--- src/hdl/ptc_pkg.sv ---
// ptc_pkg: constants for the phy test control register block
//
// What this block does
// - bit 13 of the 10BASE-Te register lowers the receiver detect threshold when set.
// - bits 12:9 pick the squelch level, 200 mV at code 0 rising 50 mV per step to 600 mV at 8.
// - bit 7 set stops normal link pulses, clear lets them go out.
// - bit 4 reads one after inverted polarity is seen and is mirrored in the link status.
// - a 10BASE-Te register read clears polarity and its mirror; a link status read does not.
// - bit 0 set turns jabber off; it only matters in 10BASE-Te mode.
// - bits 15:8 of the first self-test register count errored checker bytes.
// - a one written to bit 15 of it latches the count for reading and clears the counter.
// - when the counter mode input is zero the count stops at 0xFF instead of wrapping.
// - bits 7:0 set the gap between self-test packets, default 0x7D for 500 bytes.
// - bits 10:0 set the self-test packet length, default 0x5EE for 1518 bytes.
// - the cable start bit begins a measurement and clears itself once done is set.
// - the cable done bit reads one when finished, zero while running, and resets to one.
// - the cable fail bit reads one when the measurement failed.
// - writing one to the software reset bit resets the whole transceiver and self-clears.
// - a one in the digital restart bit resets the logic, keeps registers, then self-clears.
package ptc_pkg;
  // ****************************************************************
  // register offsets
  // ****************************************************************
  localparam logic [4:0] PTC_OFS_TENBASE = 5'h1a;
  localparam logic [4:0] PTC_OFS_ERRGAP  = 5'h1b;
  localparam logic [4:0] PTC_OFS_PKTLEN  = 5'h1c;
  localparam logic [4:0] PTC_OFS_CABLE   = 5'h1e;
  localparam logic [4:0] PTC_OFS_RSTCTL  = 5'h1f;
  localparam logic [4:0] PTC_OFS_LINKSTS = 5'h10;
  localparam logic [4:0] PTC_OFS_IRQSTS  = 5'h12;
  localparam logic [4:0] PTC_OFS_IRQEN   = 5'h13;
  localparam logic [4:0] PTC_OFS_IRQCLR  = 5'h14;
  // ****************************************************************
  // field positions
  // ****************************************************************
  localparam int PTC_B_LOWTH    = 13;
  localparam int PTC_B_SQ_LO    = 9;
  localparam int PTC_B_NLPOFF   = 7;
  localparam int PTC_B_POL      = 4;
  localparam int PTC_B_JABOFF   = 0;
  localparam int PTC_B_LATCH    = 15;
  localparam int PTC_B_CSTART   = 15;
  localparam int PTC_B_CDONE    = 1;
  localparam int PTC_B_CFAIL    = 0;
  localparam int PTC_B_SWRST    = 15;
  localparam int PTC_B_DRST     = 14;
  localparam int PTC_B_LSTS_POL = 12;
  // ****************************************************************
  // reset values and limits
  // ****************************************************************
  localparam logic [7:0]  PTC_GAP_RST   = 8'h7d;
  localparam logic [10:0] PTC_LEN_RST   = 11'h5ee;
  localparam logic [3:0]  PTC_SQ_MAX    = 4'h8;
  localparam logic [7:0]  PTC_CNT_MAX   = 8'hff;
  localparam logic [15:0] PTC_CABLE_RSV = 16'h0100;
  localparam int PTC_SQ_BASE_MV = 200;
  localparam int PTC_SQ_STEP_MV = 50;
  localparam int PTC_GAP_SCALE  = 4;
  // pulse widths of the reset requests
  localparam int PTC_RST_PULSE_NS = 300;
  localparam int PTC_CLK_NS       = 100;
  localparam logic [3:0] PTC_RST_CYC = 4'((PTC_RST_PULSE_NS + PTC_CLK_NS - 1) / PTC_CLK_NS);
  // interrupt bits
  localparam int PTC_IRQ_POL   = 0;
  localparam int PTC_IRQ_CDONE = 1;
  localparam int PTC_IRQ_CFAIL = 2;
  localparam int PTC_IRQ_ERR   = 3;
endpackage

--- src/hdl/ptc_regs.sv ---
// ptc_regs: phy test control and status register bank
//
// The strobed register port is this design's own decision.
module ptc_regs
  import ptc_pkg::*;
(
  // clock and reset
  input  wire logic        CORE_CLK,
  input  wire logic        ARST_N,
  // register port
  input  wire logic [4:0]  REG_ADDR,
  input  wire logic [15:0] REG_WDATA,
  input  wire logic        REG_WR,
  input  wire logic        REG_RD,
  output logic [15:0]      REG_RDATA,
  // receive front end status (pins, other domain)
  input  wire logic        POL_INV_IN,
  // self-test checker (core domain)
  input  wire logic        BIST_ERR_BYTE,
  input  wire logic        BIST_CNT_MODE,
  // cable engine (core domain)
  input  wire logic        CABLE_FINISH,
  input  wire logic        CABLE_FAILED,
  // controls to the analog and datapath
  output logic             RX_LOW_THRESH,
  output logic [3:0]       RX_SQUELCH,
  output logic [9:0]       RX_SQUELCH_MV,
  output logic             NLP_SUPPRESS,
  output logic             JABBER_OFF,
  output logic [7:0]       BIST_GAP,
  output logic [10:0]      BIST_GAP_BYTES,
  output logic [10:0]      BIST_PKT_LEN,
  output logic             CABLE_RUN,
  output logic             PHY_RESET_N,
  output logic             DIG_RESTART,
  output logic             LINK_POL_STS,
  // interrupt
  output logic             IRQ
);
  // ****************************************************************
  // state
  // ****************************************************************
  typedef enum logic [1:0] {
    PTC_CAB_IDLE = 2'b00,
    PTC_CAB_RUN  = 2'b01
  } ptc_cab_t;

  logic        pol_s1_r, pol_s2_r, pol_s3_r;
  logic        pol_sts_r, pol_nxt;
  logic        lowth_r, nlpoff_r, jaboff_r;
  logic [3:0]  sq_r;
  logic [7:0]  gap_r;
  logic [10:0] len_r;
  logic [7:0]  cnt_r, cnt_nxt, cnt_latch_r;
  ptc_cab_t    cab_r, cab_nxt;
  logic        cstart_r, cdone_r, cfail_r;
  logic [3:0]  swrst_cnt_r, drst_cnt_r;
  logic [3:0]  irq_sts_r, irq_en_r, irq_set;
  logic [15:0] rd_mux, rdata_r;

  // ****************************************************************
  // address decode
  // ****************************************************************
  wire wr_ten   = REG_WR && (REG_ADDR == PTC_OFS_TENBASE);
  wire wr_eg    = REG_WR && (REG_ADDR == PTC_OFS_ERRGAP);
  wire wr_len   = REG_WR && (REG_ADDR == PTC_OFS_PKTLEN);
  wire wr_cab   = REG_WR && (REG_ADDR == PTC_OFS_CABLE);
  wire wr_rst   = REG_WR && (REG_ADDR == PTC_OFS_RSTCTL);
  wire wr_ien   = REG_WR && (REG_ADDR == PTC_OFS_IRQEN);
  wire wr_iclr  = REG_WR && (REG_ADDR == PTC_OFS_IRQCLR);
  wire rd_ten   = REG_RD && (REG_ADDR == PTC_OFS_TENBASE);
  wire latch_wr = wr_eg && REG_WDATA[PTC_B_LATCH];
  wire cab_go   = wr_cab && REG_WDATA[PTC_B_CSTART];

  // ****************************************************************
  // polarity status: three-stage sync, agreement of stages 2 and 3
  // ****************************************************************
  wire pol_event = pol_s2_r && pol_s3_r && !pol_sts_r;
  always_comb begin
    pol_nxt = pol_sts_r;
    if (rd_ten) begin
      pol_nxt = 1'b0;
    end
    if (pol_s2_r && pol_s3_r) begin
      pol_nxt = 1'b1;
    end
  end
  // link status read (0x10) leaves the bit alone
  assign LINK_POL_STS = pol_sts_r;

  // ****************************************************************
  // self-test error counter
  // ****************************************************************
  always_comb begin
    cnt_nxt = cnt_r;
    if (latch_wr) begin
      cnt_nxt = {7'h00, BIST_ERR_BYTE};
    end else if (BIST_ERR_BYTE) begin
      if (!BIST_CNT_MODE && cnt_r == PTC_CNT_MAX) begin
        cnt_nxt = cnt_r;
      end else begin
        cnt_nxt = cnt_r + 8'h01;
      end
    end
  end

  // ****************************************************************
  // cable diagnostic sequencer
  // ****************************************************************
  always_comb begin
    cab_nxt = cab_r;
    unique case (cab_r)
      PTC_CAB_IDLE: if (cab_go) cab_nxt = PTC_CAB_RUN;
      PTC_CAB_RUN:  if (CABLE_FINISH) cab_nxt = PTC_CAB_IDLE;
      default:      cab_nxt = PTC_CAB_IDLE;
    endcase
  end
  assign CABLE_RUN = cstart_r;

  // ****************************************************************
  // interrupts
  // ****************************************************************
  assign irq_set = {
    (BIST_ERR_BYTE && !latch_wr),
    (cab_r == PTC_CAB_RUN && CABLE_FINISH && CABLE_FAILED),
    (cab_r == PTC_CAB_RUN && CABLE_FINISH),
    pol_event
  };
  assign IRQ = |(irq_sts_r & irq_en_r);

  // ****************************************************************
  // read mux
  // ****************************************************************
  always_comb begin
    rd_mux = 16'h0000;
    unique case (REG_ADDR)
      PTC_OFS_TENBASE: begin
        rd_mux[PTC_B_LOWTH]            = lowth_r;
        rd_mux[PTC_B_SQ_LO +: 4]       = sq_r;
        rd_mux[PTC_B_NLPOFF]           = nlpoff_r;
        rd_mux[PTC_B_POL]              = pol_sts_r;
        rd_mux[PTC_B_JABOFF]           = jaboff_r;
      end
      PTC_OFS_ERRGAP:  rd_mux = {cnt_latch_r, gap_r};
      PTC_OFS_PKTLEN:  rd_mux = {5'h00, len_r};
      PTC_OFS_CABLE: begin
        rd_mux = PTC_CABLE_RSV;
        rd_mux[PTC_B_CSTART]           = cstart_r;
        rd_mux[PTC_B_CDONE]            = cdone_r;
        rd_mux[PTC_B_CFAIL]            = cfail_r;
      end
      PTC_OFS_RSTCTL: begin
        rd_mux[PTC_B_SWRST]            = (swrst_cnt_r != 4'h0);
        rd_mux[PTC_B_DRST]             = (drst_cnt_r != 4'h0);
      end
      PTC_OFS_LINKSTS: rd_mux[PTC_B_LSTS_POL] = pol_sts_r;
      PTC_OFS_IRQSTS:  rd_mux = {12'h000, irq_sts_r};
      PTC_OFS_IRQEN:   rd_mux = {12'h000, irq_en_r};
      default:         rd_mux = 16'h0000;
    endcase
  end
  assign REG_RDATA = rdata_r;

  // ****************************************************************
  // outputs to the analog and datapath
  // ****************************************************************
  assign RX_LOW_THRESH  = lowth_r;
  assign RX_SQUELCH     = sq_r;
  assign RX_SQUELCH_MV  = (sq_r > PTC_SQ_MAX) ? 10'(PTC_SQ_BASE_MV)
                        : 10'(PTC_SQ_BASE_MV + PTC_SQ_STEP_MV * int'(sq_r));
  assign NLP_SUPPRESS   = nlpoff_r;
  assign JABBER_OFF     = jaboff_r;
  assign BIST_GAP       = gap_r;
  assign BIST_GAP_BYTES = 11'(PTC_GAP_SCALE * int'(gap_r));
  assign BIST_PKT_LEN   = len_r;
  assign PHY_RESET_N    = (swrst_cnt_r == 4'h0);
  assign DIG_RESTART    = (drst_cnt_r != 4'h0);

  // ****************************************************************
  // flops: whole register bank, cleared by pin reset and, except the polarity sync stages, by software reset
  // ****************************************************************
  always_ff @(posedge CORE_CLK or negedge ARST_N) begin
    if (!ARST_N) begin
      pol_s1_r    <= 1'b0;
      pol_s2_r    <= 1'b0;
      pol_s3_r    <= 1'b0;
      pol_sts_r   <= 1'b0;
      lowth_r     <= 1'b0;
      sq_r        <= 4'h0;
      nlpoff_r    <= 1'b0;
      jaboff_r    <= 1'b0;
      gap_r       <= PTC_GAP_RST;
      len_r       <= PTC_LEN_RST;
      cnt_r       <= 8'h00;
      cnt_latch_r <= 8'h00;
      cab_r       <= PTC_CAB_IDLE;
      cstart_r    <= 1'b0;
      cdone_r     <= 1'b1;
      cfail_r     <= 1'b0;
      swrst_cnt_r <= 4'h0;
      drst_cnt_r  <= 4'h0;
      irq_sts_r   <= 4'h0;
      irq_en_r    <= 4'h0;
      rdata_r     <= 16'h0000;
    end else if (swrst_cnt_r == 4'h1) begin
      // last cycle of software reset: return everything but the polarity sync stages to defaults
      pol_sts_r   <= 1'b0;
      lowth_r     <= 1'b0;
      sq_r        <= 4'h0;
      nlpoff_r    <= 1'b0;
      jaboff_r    <= 1'b0;
      gap_r       <= PTC_GAP_RST;
      len_r       <= PTC_LEN_RST;
      cnt_r       <= 8'h00;
      cnt_latch_r <= 8'h00;
      cab_r       <= PTC_CAB_IDLE;
      cstart_r    <= 1'b0;
      cdone_r     <= 1'b1;
      cfail_r     <= 1'b0;
      swrst_cnt_r <= 4'h0;
      drst_cnt_r  <= 4'h0;
      irq_sts_r   <= 4'h0;
      irq_en_r    <= 4'h0;
      rdata_r     <= 16'h0000;
    end else begin
      pol_s1_r  <= POL_INV_IN;
      pol_s2_r  <= pol_s1_r;
      pol_s3_r  <= pol_s2_r;
      pol_sts_r <= pol_nxt;
      rdata_r   <= REG_RD ? rd_mux : 16'h0000;
      if (wr_ten) begin
        lowth_r  <= REG_WDATA[PTC_B_LOWTH];
        sq_r     <= REG_WDATA[PTC_B_SQ_LO +: 4];
        nlpoff_r <= REG_WDATA[PTC_B_NLPOFF];
        jaboff_r <= REG_WDATA[PTC_B_JABOFF];
      end
      if (wr_eg) begin
        gap_r <= REG_WDATA[7:0];
      end
      if (wr_len) begin
        len_r <= REG_WDATA[10:0];
      end
      if (latch_wr) begin
        cnt_latch_r <= cnt_r;
      end
      // digital restart clears datapath state, registers stay
      cnt_r <= (drst_cnt_r != 4'h0) ? 8'h00 : cnt_nxt;
      cab_r <= (drst_cnt_r != 4'h0) ? PTC_CAB_IDLE : cab_nxt;
      if (cab_go && cab_r == PTC_CAB_IDLE) begin
        cstart_r <= 1'b1;
        cdone_r  <= 1'b0;
        cfail_r  <= 1'b0;
      end else if (cab_r == PTC_CAB_RUN && CABLE_FINISH) begin
        cstart_r <= 1'b0;
        cdone_r  <= 1'b1;
        cfail_r  <= CABLE_FAILED;
      end
      if (wr_rst && REG_WDATA[PTC_B_SWRST]) begin
        swrst_cnt_r <= PTC_RST_CYC;
      end else if (swrst_cnt_r != 4'h0) begin
        swrst_cnt_r <= swrst_cnt_r - 4'h1;
      end
      if (wr_rst && REG_WDATA[PTC_B_DRST]) begin
        drst_cnt_r <= PTC_RST_CYC;
      end else if (drst_cnt_r != 4'h0) begin
        drst_cnt_r <= drst_cnt_r - 4'h1;
      end
      if (wr_ien) begin
        irq_en_r <= REG_WDATA[3:0];
      end
      // set wins over clear
      irq_sts_r <= (irq_sts_r & ~(wr_iclr ? REG_WDATA[3:0] : 4'h0)) | irq_set;
    end
  end
endmodule

--- config.mk ---
export PLATFORM = sky130hd
export DESIGN_NAME = ptc_regs
export DESIGN_NICKNAME = d
export VERILOG_FILES = /design/src/hdl/ptc_pkg.sv /design/src/hdl/ptc_regs.sv
export SDC_FILE = /design/constraint.sdc
export NUM_CORES = 1
export LEC_CHECK = 0
export BUFFER_PORTS_ARGS = -buffer_cell sky130_fd_sc_hd__buf_2
export CORE_ASPECT_RATIO = 1.75
export CORE_MARGIN = 3
export CORE_UTILIZATION = 49
export DETAILED_ROUTE_END_ITERATION = 10
export GPL_TIMING_DRIVEN = 0
export PLACE_DENSITY = 0.78
export SLEW_MARGIN = 0
export SYNTH_ARGS = -nofsm -noshare
export SYNTH_HDL_FRONTEND = slang
export SYNTH_SLANG_ARGS = --single-unit
--- constraint.sdc ---
create_clock -name CORE_CLK -period 2.5 [get_ports CORE_CLK]
set_clock_uncertainty 0.15 [all_clocks]
set_input_delay 0.125 -clock CORE_CLK [delete_from_list [all_inputs] [get_ports CORE_CLK]]
set_output_delay 0.125 -clock CORE_CLK [all_outputs]
set_load 0.02 [all_outputs]
==> impl_metrics.csv <==
group,metric,value,unit
status,status,"complete, but fails checks",
status,violations,"setup timing",
power_and_ir_drop,max-vdd-ir-drop,0.569,mV
worst_hold_path,min_path_type,"primary input to flop",
route,wl_per_cell,17.6,µm
sta,fmax,0.344,GHz
setup_path,crit_chain,"inv_2 > ha_4 > ha_4 > inv_2 > fa_2 > and3b_1 > or3_4 > a2111o_1 > nand2_2 > buf_6",
placement,place_congestion,0.894,
worst_hold_path,whs_endpoint,"cfail_r",
yosys,async_flop_share,100,%
floorplan,die-area,10200,µm²
yosys,syn_avg_cell_area,9.57,µm²
route,ant_nets,0,
layout,antenna_cells,0,
layout,nets,647,
layout,multi_input_area,2190,µm²
yosys,synthDistinctLibCells,64,
clock_tree,htreeDepth,3,
yosys,yosys_warnings,0,
layout,layout.area.seq,2080,µm²
layout,final_cell_area,5800,µm²
sta,rsz0062_at_grt,"true",
route,remaining_drc_errors,0,
floorplan,io_pins,98,
power_and_ir_drop,power.density,878,nW/µm²
clock_tree,clock_latency,0.34,ns
power_and_ir_drop,clkPwrFrac,25.2,%
setup_path,slowest_delay,0.45,ns
setup_path,r2r-start,"swrst_cnt_r[1]",
flow_run,cap_viol_max_count,0,
yosys,yosysSeqAreaShare,46.8,%
floorplan,initial_core_util,50.7,%
layout,drive_gt1_share,32.9,%
worst_hold_path,worstHoldStart,"CABLE_FAILED",
yosys,synth_area_leader_cell,"dfrtp_1",
route,dr_total_vias,4123,
power_and_ir_drop,power_leakage,2.84,nW
route,drt_iter0_markers,341,
layout,final_cell_mix,"buf_2 (92), dfrtp_1 (63), nand2_1 (63)",
setup_path,r2r_cells,6,
layout,area_growth,31.2,%
clock_tree,cts_buffers,9,
power_and_ir_drop,total_power,5.09,mW
clock_tree,cts-root-buf,"clkbuf_16",
sta,worst_slew_pin_slew,0.612,ns
sta,hold_viol,0,
floorplan,die_h,132,µm
yosys,syn_inst,462,
layout,fill_cells,718,
global_route,grt_pass1_wl,19800,µm
floorplan,core_area,8730,µm²
clock_tree,cts_tree,"done",
setup_path,path_class,"flop to output pin",
sta,setup_viol,4,
floorplan,rows,45,
sta,report.final.slew_viol_count,0,
setup_path,r2r_end,"cnt_latch_r[4]",
setup_path,r2r_setup_slack,0.39,ns
yosys,synth_edf_count,0,
yosys,ys_top_cells_by_area,"dfrtp_1 (38%), dfstp_2 (8.9%), nand2_1 (5.4%), nand3_1 (4.8%), ha_1 (4.5%)",
sta,worst_slack,-0.411,ns
global_route,grt_antenna_before_repair,0,
yosys,syn_area,4420,µm²
route,routed_wirelength,12700,µm
placement,io_buffers,91,
yosys,synth_top_area_share,37.9,%
setup_path,endpoint_kind,"output pin",
route,firstDrtPassIters,5,
global_route,track_usage,24.6,%
power_and_ir_drop,combPwrFrac,38.2,%
power_and_ir_drop,intPower,3.16,mW
setup_path,critical_path.max_fanout,4,
worst_hold_path,whs_path_depth,3,
layout,layout_commonest_cell,"buf_2",
setup_path,critical_path_arrival,2.64,ns
clock_tree,cts_sinks,82,
setup_path,cpMaxStageDelayCell,"dfrtp_2",
placement,dpl_cell_area,5130,µm²
setup_path,path_delay_family,"simple AND/OR/NAND/NOR gates",
setup_path,cp_data_required_time,2.23,ns
power_and_ir_drop,seqPwrFrac,36.6,%
global_route,grt_remaining_overflow,0,
sta,period_needed,2.91,ns
layout,final_core_util,66.5,%
clock_tree,clk_pin_slew_worst_paths,0.06,ns
global_route,grt_pass1_vias,4113,
power_and_ir_drop,p_sw,1.93,mW
global_route,grt_max_degree,64,
yosys,synth_seq_cells,82,
setup_path,crit_buf_inv,3,
yosys,synth-main-ff-cell,"dfrtp_1",
clock_tree,clk_path_buf_depth,2,
placement,dp_hpwl,9270,µm
power_and_ir_drop,power.share.switching,38.0,%
sta,maxSlewHeadroom,58.9,%
sta,final.period_utilization,116,%
floorplan,die_w,77.8,µm
route,vias_per_cell,5.71,
setup_path,cp-start-kind,"flop",
## per-stage QoR
| stage | TNS, ns | std cells | hold slack [ns] | setup slack, ns |
|---|---|---|---|---|
| 6_report | -1.10 | 722 | 0.0264 | -0.411 |
| 5_1_grt | -1.38 | 722 | 0.0237 | -0.466 |
| 4_1_cts | -1.08 | 720 | 0.0123 | -0.414 |
| 3_5_place_dp | -0.202 | 674 | -0.126 | -0.147 |
| 3_3_place_gp | -0.122 | 673 | 0.175 | -0.113 |
| 2_1_floorplan | 0 | 465 | -0.321 | 0.00231 |
## cell families (layout without fill, tap and decap cells)
family	after synthesis	in the layout	share of synthesized area, %
AND/OR/NAND/NOR	198	198	22.3
other	1	4	0.0848
AO/OA/AOI/OAI	84	84	12.6
flip-flops	82	82	46.8
XOR/XNOR	8	8	1.59
adder cells (fa/ha/maj)	17	17	4.98
multiplexers	21	21	4.87
buffers and inverters	51	191	6.74
## flip-flops by register name, summed over array words and instances, names as in the netlist, 8 cells and up
| signal | cells |
|---|---|
| REG_RDATA | 16 |
| BIST_PKT_LEN | 11 |
| cnt_latch_r | 8 |
| BIST_GAP | 8 |
| cnt_r | 8 |
## cell usage after synthesis (6+ instances only)
master	instances
buf_4	16
a21oi_1	31
dfrtp_1	67
nand2_1	64
o21ai_0	11
ha_1	16
nand3_1	42
dfstp_2	15
inv_1	18
a22oi_1	15
o211ai_1	7
mux2i_1	17
buf_2	6
nor2_1	43
## metal layers
| layer | part of all wire [%] | wire [µm] | up-vias | track usage [%] |
|---|---|---|---|---|
| met5 | 0 | 0 | - | 0 |
| met4 | 4.5 | 566 | 0 | 13.3 |
| met3 | 6.7 | 846 | 53 | 4.39 |
| met2 | 54 | 6860 | 200 | 44.7 |
| met1 | 35 | 4400 | 1988 | 26.1 |
| li1 | - | - | 1882 | - |
## power groups by stage
stage / Clock, mW / Sequential (mW) / Combinational (mW)
floorplan: 0 / 1.97 / 1.07
global placement: 0 / 1.87 / 1.68
detailed placement: 0 / 1.89 / 1.77
CTS: 1.29 / 1.85 / 1.85
global route: 1.34 / 1.89 / 2.11
finish: 1.28 / 1.87 / 1.95
## tightest hold or removal path: cells and delay by family
family | cells | cell delay, ns
AOI/OAI and AO/OA | 1 | 0.09
buffers and inverters | 1 | 0.10
and+or+nand+nor | 1 | 0.16
## worst max path at each step
stage / from / end / slack [ns] / depth (start not counted)
2_1_floorplan: RX_SQUELCH[2] / RX_SQUELCH_MV[9] / 0.002 / 9
3_3_place_gp: RX_SQUELCH[2] / RX_SQUELCH_MV[9] / -0.11 / 10
3_5_place_dp: RX_SQUELCH[2] / RX_SQUELCH_MV[9] / -0.15 / 10
4_1_cts: RX_SQUELCH[3] / RX_SQUELCH_MV[9] / -0.41 / 9
5_1_grt: RX_SQUELCH[1] / RX_SQUELCH_MV[9] / -0.47 / 10
6_report: RX_SQUELCH[1] / RX_SQUELCH_MV[9] / -0.41 / 10
## what timing repair did
action | in CTS | in global routing
hold endpoints to repair | 114 | 0
gates resized for setup | 6 | 12
gates cloned | 0 | 0
pin swaps | 6 | 5
hold buffers | 21 | 0
setup endpoints to repair | 4 | 4
setup buffers | 9 | 2
## area by class of cell
type | instances | share of cell area, %
buffer | 33 | 3.97
multi-input combinational | 332 | 37.8
clock buffer | 11 | 4.01
inverter | 18 | 1.17
clock inverter | 5 | 0.949
timing repair buffer | 124 | 13.8
tap | 117 | 2.52
sequential | 82 | 35.8
Power figures use the tool's default switching activity.
